<file path="config.mk">
export PLATFORM = sky130hd
export DESIGN_NAME = or_return_rotate_exec
export DESIGN_NICKNAME = d
export VERILOG_FILES = /design/src/exec_pkg.sv /design/src/or_return_rotate_exec.sv
export SDC_FILE = /design/constraint.sdc
export NUM_CORES = 1
export LEC_CHECK = 0
export BUFFER_PORTS_ARGS = -buffer_cell sky130_fd_sc_hd__buf_2
export CORE_UTILIZATION = 35
export DETAILED_ROUTE_END_ITERATION = 8
export GPL_TIMING_DRIVEN = 1
export PLACE_DENSITY_LB_ADDON = 0.1
export RECOVER_POWER = 100
export SETUP_SLACK_MARGIN = 0.15
export SLEW_MARGIN = 25
export SYNTH_ARGS = -nofsm -noshare
export SYNTH_HDL_FRONTEND = slang
export SYNTH_SLANG_ARGS = --single-unit
</file>
<file path="constraint.sdc">
create_clock -name core_clk -period 1.5 [get_ports core_clk]
set_input_delay 0.3 -clock core_clk [delete_from_list [all_inputs] [get_ports core_clk]]
set_output_delay 0.3 -clock core_clk [all_outputs]
set_load 0.005 [all_outputs]
</file>
<file path="src/exec_pkg.sv">
// execution unit constants: opcodes, widths, reset values
// assumes a core that fetches, decodes and hands one instruction per request
package exec_pkg;
	// ****************************************
	// widths and reset values
	// ****************************************
	localparam int DATA_W = 8;
	localparam int ADDR_W = 8;
	localparam int PC_W = 13;
	localparam logic [DATA_W-1:0] WREG_RESET = 8'h00;
	localparam logic [PC_W-1:0] PC_RESET = 13'h0000;
	localparam logic ZERO_RESET = 1'b0;
	localparam logic MIE_RESET = 1'b0;
	// ****************************************
	// operation codes handed from decode, and sequencer states
	// ****************************************
	typedef enum logic [3:0] {
		OP_IDLE,
		OP_OR_MEM,
		OP_OR_LIT,
		OP_OR_INTO_MEM,
		OP_SUB_EXIT,
		OP_EXIT_LIT,
		OP_INT_EXIT,
		OP_ROTATE_LEFT
	} op_t;
	typedef enum logic [1:0] {
		ST_EXEC,
		ST_MEM_WAIT,
		ST_IRQ_ENTRY
	} state_t;
endpackage : exec_pkg

</file>
<file path="src/or_return_rotate_exec.sv">
// execution unit for idle, or, return and rotate-left instructions
// assumes synchronous memory with one-cycle read latency and a core-side stack
`timescale 1ns/1ps
`default_nettype none
module or_return_rotate_exec
	import exec_pkg::*;
(
	// clock and reset
	input wire logic core_clk,
	input wire logic rst_n,
	// instruction request
	input wire logic op_valid,
	input wire exec_pkg::op_t op_code,
	input wire logic [exec_pkg::ADDR_W-1:0] op_addr,
	input wire logic [exec_pkg::DATA_W-1:0] op_literal,
	output logic op_ready,
	output logic op_done,
	// data memory port
	output logic mem_rd,
	output logic mem_wr,
	output logic [exec_pkg::ADDR_W-1:0] mem_addr,
	output logic [exec_pkg::DATA_W-1:0] mem_wdata,
	input wire logic [exec_pkg::DATA_W-1:0] mem_rdata,
	// return stack and program counter
	output logic stack_pop,
	input wire logic [exec_pkg::PC_W-1:0] stack_top,
	output logic [exec_pkg::PC_W-1:0] program_counter,
	// interrupt side
	input wire logic irq_pending,
	output logic irq_take,
	// architectural state
	output logic [exec_pkg::DATA_W-1:0] working_register,
	output logic zero_flag,
	output logic master_irq_enable
);
	import exec_pkg::*;

	state_t state;
	op_t held_op;
	logic [ADDR_W-1:0] held_addr;
	logic [PC_W-1:0] pc_plus_one;
	logic [DATA_W-1:0] or_result;
	logic [DATA_W-1:0] rot_result;
	logic needs_mem;
	logic accept;

	// ****************************************
	// decode and datapath
	// ****************************************
	// memory forms pause one cycle for the read data
	assign needs_mem = (op_code == OP_OR_MEM) || (op_code == OP_OR_INTO_MEM) || (op_code == OP_ROTATE_LEFT);
	assign op_ready = (state == ST_EXEC);
	assign accept = op_valid && op_ready;
	assign pc_plus_one = program_counter + 13'h0001;
	assign or_result = working_register | mem_rdata;
	assign rot_result = {mem_rdata[DATA_W-2:0], mem_rdata[DATA_W-1]};
	assign mem_rd = accept && needs_mem;
	assign mem_addr = (state == ST_MEM_WAIT) ? held_addr : op_addr;
	assign mem_wr = (state == ST_MEM_WAIT) && (held_op != OP_OR_MEM);
	assign mem_wdata = (held_op == OP_ROTATE_LEFT) ? rot_result : or_result;
	assign stack_pop = accept && (op_code == OP_SUB_EXIT || op_code == OP_EXIT_LIT || op_code == OP_INT_EXIT);

	// ****************************************
	// sequencer and architectural registers
	// ****************************************
	// pending interrupt is taken right after the return, before main code resumes
	always_ff @(posedge core_clk) begin
		if (!rst_n) begin
			state <= ST_EXEC;
			held_op <= OP_IDLE;
			held_addr <= '0;
			program_counter <= PC_RESET;
			working_register <= WREG_RESET;
			zero_flag <= ZERO_RESET;
			master_irq_enable <= MIE_RESET;
			op_done <= 1'b0;
			irq_take <= 1'b0;
		end else begin
			op_done <= 1'b0;
			irq_take <= 1'b0;
			case (state)
				ST_EXEC: begin
					if (accept) begin
						held_op <= op_code;
						held_addr <= op_addr;
						case (op_code)
							OP_IDLE: begin
								program_counter <= pc_plus_one;
								op_done <= 1'b1;
							end
							OP_OR_LIT: begin
								working_register <= working_register | op_literal;
								zero_flag <= ((working_register | op_literal) == '0);
								program_counter <= pc_plus_one;
								op_done <= 1'b1;
							end
							OP_SUB_EXIT: begin
								program_counter <= stack_top;
								op_done <= 1'b1;
							end
							OP_EXIT_LIT: begin
								program_counter <= stack_top;
								working_register <= op_literal;
								op_done <= 1'b1;
							end
							OP_INT_EXIT: begin
								program_counter <= stack_top;
								master_irq_enable <= 1'b1;
								op_done <= 1'b1;
								if (irq_pending) begin
									state <= ST_IRQ_ENTRY;
								end
							end
							OP_OR_MEM, OP_OR_INTO_MEM, OP_ROTATE_LEFT: begin
								state <= ST_MEM_WAIT; // read data arrives next cycle
							end
							default: begin
								// codes outside the set retire as idle rather than touch memory
								program_counter <= pc_plus_one;
								op_done <= 1'b1;
							end
						endcase
					end
				end
				ST_MEM_WAIT: begin
					if (held_op != OP_ROTATE_LEFT) begin
						zero_flag <= (or_result == '0);
					end
					if (held_op == OP_OR_MEM) begin
						working_register <= or_result;
					end
					program_counter <= pc_plus_one;
					op_done <= 1'b1;
					state <= ST_EXEC;
				end
				ST_IRQ_ENTRY: begin
					irq_take <= 1'b1;
					master_irq_enable <= 1'b0;
					state <= ST_EXEC;
				end
				default: begin
					state <= ST_EXEC;
				end
			endcase
		end
	end

	// ****************************************
	// checks
	// ****************************************
	// idle: only the program counter moves; nothing read, written or popped
	a_idle_keeps_state: assert property (@(posedge core_clk) disable iff (!rst_n)
		(accept && op_code == OP_IDLE) |=> ($stable(working_register) && $stable(zero_flag)
		&& program_counter == $past(program_counter) + 13'h0001 && !mem_wr))
		else $error("idle changed state");
	a_idle_no_access: assert property (@(posedge core_clk) disable iff (!rst_n)
		(accept && op_code == OP_IDLE) |-> (!mem_rd && !stack_pop))
		else $error("idle touched memory or stack");
	a_idle_irq_hold: assert property (@(posedge core_clk) disable iff (!rst_n)
		(accept && op_code == OP_IDLE) |=> ($stable(master_irq_enable) && !irq_take))
		else $error("idle changed interrupt state");
	// or forms: expectations built from the operands, not from the datapath wires
	a_or_lit_result: assert property (@(posedge core_clk) disable iff (!rst_n)
		(accept && op_code == OP_OR_LIT) |=> working_register == ($past(working_register) | $past(op_literal)))
		else $error("or literal wrong");
	a_or_lit_zero: assert property (@(posedge core_clk) disable iff (!rst_n)
		(accept && op_code == OP_OR_LIT)
		|=> zero_flag == (($past(working_register) | $past(op_literal)) == 8'h00))
		else $error("or literal zero flag wrong");
	a_or_mem_read: assert property (@(posedge core_clk) disable iff (!rst_n)
		(accept && op_code == OP_OR_MEM) |-> (mem_rd && mem_addr == op_addr && !stack_pop))
		else $error("or memory read strobe wrong");
	a_or_mem_result: assert property (@(posedge core_clk) disable iff (!rst_n)
		(state == ST_MEM_WAIT && held_op == OP_OR_MEM)
		|=> working_register == ($past(working_register) | $past(mem_rdata)))
		else $error("or memory wrong");
	a_or_mem_no_write: assert property (@(posedge core_clk) disable iff (!rst_n)
		(state == ST_MEM_WAIT && held_op == OP_OR_MEM) |-> !mem_wr)
		else $error("or memory wrote memory");
	a_or_into_write: assert property (@(posedge core_clk) disable iff (!rst_n)
		(state == ST_MEM_WAIT && held_op == OP_OR_INTO_MEM)
		|-> (mem_wr && mem_wdata == (working_register | mem_rdata)))
		else $error("or into memory wrong");
	a_or_into_keep: assert property (@(posedge core_clk) disable iff (!rst_n)
		(state == ST_MEM_WAIT && held_op == OP_OR_INTO_MEM) |=> $stable(working_register))
		else $error("or into memory changed working register");
	a_mem_read_addr: assert property (@(posedge core_clk) disable iff (!rst_n)
		(accept && (op_code == OP_OR_INTO_MEM || op_code == OP_ROTATE_LEFT)) |-> (mem_rd && mem_addr == op_addr))
		else $error("memory form read strobe wrong");
	a_zero_flag_value: assert property (@(posedge core_clk) disable iff (!rst_n)
		(state == ST_MEM_WAIT && held_op != OP_ROTATE_LEFT)
		|=> zero_flag == (($past(working_register) | $past(mem_rdata)) == 8'h00))
		else $error("zero flag wrong");
	// returns: the popped address is used as is, one pop per exit
	a_exit_pops_stack: assert property (@(posedge core_clk) disable iff (!rst_n)
		(accept && (op_code == OP_SUB_EXIT || op_code == OP_EXIT_LIT || op_code == OP_INT_EXIT))
		|-> (stack_pop && !mem_rd))
		else $error("exit did not pop");
	a_sub_exit_pc: assert property (@(posedge core_clk) disable iff (!rst_n)
		(accept && op_code == OP_SUB_EXIT) |=> (program_counter == $past(stack_top) && $stable(zero_flag)))
		else $error("subroutine exit wrong");
	a_sub_exit_keep: assert property (@(posedge core_clk) disable iff (!rst_n)
		(accept && op_code == OP_SUB_EXIT) |=> ($stable(working_register) && $stable(master_irq_enable)))
		else $error("subroutine exit changed state");
	a_exit_lit_load: assert property (@(posedge core_clk) disable iff (!rst_n)
		(accept && op_code == OP_EXIT_LIT) |=> (working_register == $past(op_literal) && $stable(zero_flag)))
		else $error("exit with literal wrong");
	a_exit_lit_pc: assert property (@(posedge core_clk) disable iff (!rst_n)
		(accept && op_code == OP_EXIT_LIT) |=> program_counter == $past(stack_top))
		else $error("exit with literal address wrong");
	a_int_exit_mie: assert property (@(posedge core_clk) disable iff (!rst_n)
		(accept && op_code == OP_INT_EXIT) |=> (master_irq_enable && program_counter == $past(stack_top)))
		else $error("interrupt exit wrong");
	a_int_exit_keep: assert property (@(posedge core_clk) disable iff (!rst_n)
		(accept && op_code == OP_INT_EXIT) |=> ($stable(working_register) && $stable(zero_flag)))
		else $error("interrupt exit changed state");
	// interrupt entry straight after the return when one waits, none otherwise
	a_pending_irq_taken: assert property (@(posedge core_clk) disable iff (!rst_n)
		(accept && op_code == OP_INT_EXIT && irq_pending) |=> !op_ready ##1 (irq_take && op_ready))
		else $error("pending interrupt not taken");
	a_no_irq_direct: assert property (@(posedge core_clk) disable iff (!rst_n)
		(accept && op_code == OP_INT_EXIT && !irq_pending) |=> op_ready ##1 !irq_take)
		else $error("interrupt entered without request");
	// rotate: memory rewritten, working register and flags untouched
	a_rotate_write: assert property (@(posedge core_clk) disable iff (!rst_n)
		(state == ST_MEM_WAIT && held_op == OP_ROTATE_LEFT) |-> (mem_wr && mem_wdata == {mem_rdata[6:0], mem_rdata[7]})
		##1 $stable(zero_flag))
		else $error("rotate wrong");
	a_rotate_keep: assert property (@(posedge core_clk) disable iff (!rst_n)
		(state == ST_MEM_WAIT && held_op == OP_ROTATE_LEFT)
		|=> ($stable(working_register) && program_counter == $past(program_counter) + 13'h0001))
		else $error("rotate changed working register");
endmodule : or_return_rotate_exec
`default_nettype wire

</file>
==> impl.org <==
** Drt
- Dividing the detail-routed wire length by the instance count gives 16.0 um.
- The highest layer touched by signal routing is met4.
- Met3 routed WL :: 465 um
- Count of unresolved DRC violations after routing :: 0
- Using the TritonRoute via totals, the vias-per-cell ratio works out to 5.45.
- The detailed router put a total of 3830 um of wire on met1.
- Pre-Repair DR Iteration Count :: 4
- The final layout contains routed wiring with a total length of 8650 um.
- In this run the remaining antenna-violating nets after routing total 0.
- Total via count after detailed routing :: 2,938
- Sum of met2 wire segment lengths after detailed routing :: 4260 um
- Iteration-0 DRC count of the detailed router :: 179

** Synth
- In the synthesized netlist the async set-or-reset flop fraction comes to 0%.
- Average cell area after synthesis :: 7.71 um^2
- Post-synth net total :: 349
- Yosys cell types :: 57
- During synthesis, Yosys emitted a total of 0 warnings.
- After synthesis, flip-flops and latches occupy 33.4% of the total area.
- By instance count, the leading cell after synthesis is sky130_fd_sc_hd__nand2_1.
- The cell count after synthesis came out at 303.
- Number of flops mapped to enable cells by yosys :: 0
- Sorting the synthesized cells by area gives the leading types as sky130_fd_sc_hd__dfxtp_1, sky130_fd_sc_hd__nand2_1, sky130_fd_sc_hd__a21oi_1.
- After synthesis the netlist holds a flip-flop and latch count of 39.
- Most frequent cells after synthesis :: sky130_fd_sc_hd__nand2_1, sky130_fd_sc_hd__dfxtp_1, sky130_fd_sc_hd__nor2_1
- Area share of the largest cell type after synthesis :: 33.4%
- The synthesized netlist occupies a cell area of 2330 um^2.
- Dominant register cell in the synthesized netlist :: sky130_fd_sc_hd__dfxtp_1
- The largest total area in the synthesized netlist belongs to sky130_fd_sc_hd__dfxtp_1.

** GRT
- The number of antenna violations at the first check in global routing was 0.
- Summed over all layers, the global routing overflow is 0.
- Overall routing resource usage :: 22.9%
- Maximum number of pins on one net before global-route repair :: 18
- Number of global-route vias before repair :: 2,652
- Global-route wire length before repair :: 13,000 um

** Setup path
- Worst Path Class, Setup :: flip-flop to output port
- Along the worst path, the maximum fanout reaches 5.
- The most critical setup path has its startpoint at state[0]$_SDFFE_PN0P_.
- At the worst endpoint, the arrival time is 1320 ps.
- For the worst setup path, the data required time is 1200 ps.
- Reg2Reg Setup Slack :: -60 ps
- Endpoint of the lowest-slack register-to-register path :: program_counter[12]$_SDFFE_PN0P_
- Type of destination of the critical path :: output port
- Critical Path End :: mem_wr
- The worst setup path is launched from a flip-flop.
- Counting cells, the worst reg-to-reg path comes to 5.
- Crit Reg-Reg Startpoint :: program_counter[0]$_SDFFE_PN0P_

** Timing
- Unrepaired setup endpoints after global routing :: yes
- Worst-margin pin slew :: 377 ps
- Tcrit/Tclk final :: 108%
- For this run, the top clock speed supported by timing is 616 MHz.
- Final number of max-transition violations :: 0
- Once routing completed, OpenROAD measured the worst setup slack at -123 ps.
- The worst pin sits at a relative slew slack of 74.7%.
- Subtracting the final worst setup slack from the clock period gives 1620 ps.
- Setup violations remaining at the end of the flow were counted as 22.
- Largest clock skew in the final design :: 12.7 ps
- The final hold violation count was 0.
- Min Hold Slack :: 256 ps

** Floorplan
- Row generation in the floorplan step produced 29 rows.
- Die Height :: 83.7 um
- Width of the chip :: 83.7 um
- The region available for standard cell placement spans 6390 um^2.
- During I/O placement, the number of pins put on the boundary was 90.
- DIE AREA :: 7000 um^2
- For this configuration, the core starts out at a cell density of 36.6%.

** Layout
- Fraction of layout cells with a size suffix above 1 :: 49.8%
- Compared with the post-synthesis result, the final layout area differs by 68.0%.
- In the final design database the tool counted 507 nets.
- Antenna Diode Count :: 0

** Power
- P_leak :: 1.78 nW
- Final Total Pwr :: 2.50 mW
- Total power density per cell area :: 637 nW/um^2
- The worst-case IR drop observed on VDD is 342 uV.

** Run status
- Failing checks :: negative setup slack
- The flow ran to the end, but the final reports show violations.

** Clock tree
- Clock root buffer master :: sky130_fd_sc_hd__clkbuf_8
- Clock transition at the registers of the reported paths :: 80 ps
- The clock passes through at most 2 buffers.
- CTS tree :: yes
- In this run, CTS created clock tree buffers numbering 5.
- Clock latency of the later-clocked register in the worst-skew pair :: 290 ps
- H-tree depth :: 2
- For this design, the sink count on the clock tree is 39.

** Min path
- The path class of the tightest hold or removal check is input port to flip-flop.
- In this run the most critical hold path is launched from op_addr[6].

** Place
- After legalization and detailed placement, the total HPWL measured 5730 um.
- In this run the tool buffered the top-level ports with 89 buffer cells.
- Routability congestion estimate from global placement :: 0.828

** Flow run
- Number of maximum-capacitance constraint violations :: 0
==> kinds of logic (layout without fill, tap and decap cells) <==
group                    Yosys count  in the layout  share of synthesized area, %
adder cells (fa/ha/maj)            1              1                         0.536
multiplexers                      10             10                          4.29
buffers and inverters             27            186                          5.04
AND/OR/NAND/NOR                  143            143                          30.3
flip-flops                        39             39                          33.4
AO/OA/AOI/OAI                     83             83                          26.4
==> sequential cells by signal, indices dropped and copies added, names as in the netlist <==
signal and flops:
program_counter 13, held_addr 8, working_register 8, held_op 4, state 2, irq_take 1, master_irq_enable 1, op_done 1
zero_flag 1
==> final cells by class <==
cell class / instances / area [um^2]
well taps: 77 / 96.3
fillers: 596 / 2460
clock buffers: 7 / 86.3
repair buffers: 171 / 1160
flip-flops and latches: 39 / 791
clock inverters: 1 / 5.00
inverters: 7 / 38.8
multi-input cells: 237 / 1750
==> cells in the final DEF (no fill, tap or decap), drive strengths merged, types with 2 or more instances in the layout <==
cell / Yosys / routed
a21oi: 23 / 23
a221oi: 6 / 6
a22oi: 4 / 4
a31oi: 4 / 4
and2: 4 / 4
and2b: 2 / 2
and3: 4 / 4
and4: 3 / 3
buf: 7 / 150
clkbuf: 13 / 28
clkinv: 2 / 3
dfxtp: 39 / 39
inv: 5 / 5
mux2i: 10 / 10
nand2: 66 / 66
nand2b: 4 / 4
nand3: 5 / 5
nand4: 10 / 10
nor2: 24 / 24
nor2b: 2 / 2
nor3: 4 / 4
nor4: 6 / 6
nor4b: 3 / 3
o21a: 2 / 2
o21ai: 4 / 4
o221a: 5 / 5
o221ai: 2 / 2
o22ai: 6 / 6
o2bb2ai: 9 / 9
o31a: 4 / 4
o32ai: 2 / 2
==> through the flow <==
| step | setup slack, ps | TNS [ps] | util (%) | std cells | instance area, um^2 |
|---|---|---|---|---|---|
| 6_report | -123 | -1360 | 61.4 | 539 | 3920 |
| 5_1_grt | -194 | -3350 | 61.4 | 539 | 3920 |
| 4_1_cts | -109 | -1100 | 59.1 | 531 | 3780 |
| 3_5_place_dp | -69.8 | -684 | 51.6 | 506 | 3300 |
| 3_3_place_gp | -72.7 | -165 | 51.6 | 506 | 3300 |
| 2_1_floorplan | 34.6 | 0 | - | 303 | 2420 |
==> critical path, cell delays in order, from the launching register on <==
cell	delay, ps
sky130_fd_sc_hd__dfxtp_4	380
sky130_fd_sc_hd__buf_6	110
sky130_fd_sc_hd__nand2b_4	80
sky130_fd_sc_hd__buf_4	190
sky130_fd_sc_hd__nor2_2	140
sky130_fd_sc_hd__buf_2	130
==> power by group <==
part           switching [mW]  total [mW]  internal [mW]
combinational           0.312       0.639          0.326
sequential             0.0331        1.11           1.07
clock                   0.382       0.754          0.372
==> routing by layer <==
metal  vias up  GRT usage (%)
met5         -              0
met4         0           6.01
met3        11           4.06
met2        89           38.5
met1      1398           30.2
li1       1440              -
==> worst min path at each step <==
| stage | endpoint | slack [ps] | depth (start not counted) |
|---|---|---|---|
| floorplan | held_addr[0]$_SDFFE_PN0P_ | 440 | 2 |
| global placement | held_addr[1]$_SDFFE_PN0P_ | 440 | 2 |
| detailed placement | zero_flag$_SDFFE_PN0P_ | 450 | 2 |
| CTS | held_addr[5]$_SDFFE_PN0P_ | 240 | 3 |
| global route | held_addr[5]$_SDFFE_PN0P_ | 250 | 3 |
| finish | held_addr[6]$_SDFFE_PN0P_ | 260 | 3 |
==> repair_timing <==
item | in CTS | in global routing
hold buffers | 0 | 0
endpoints found under the setup margin | 52 | 45
pin swaps | 22 | 36
gates resized for setup | 62 | 43
setup buffers | 15 | 7
endpoints found under the hold margin | 0 | 0
cloned | 2 | 1
Power figures use the tool's default switching activity.
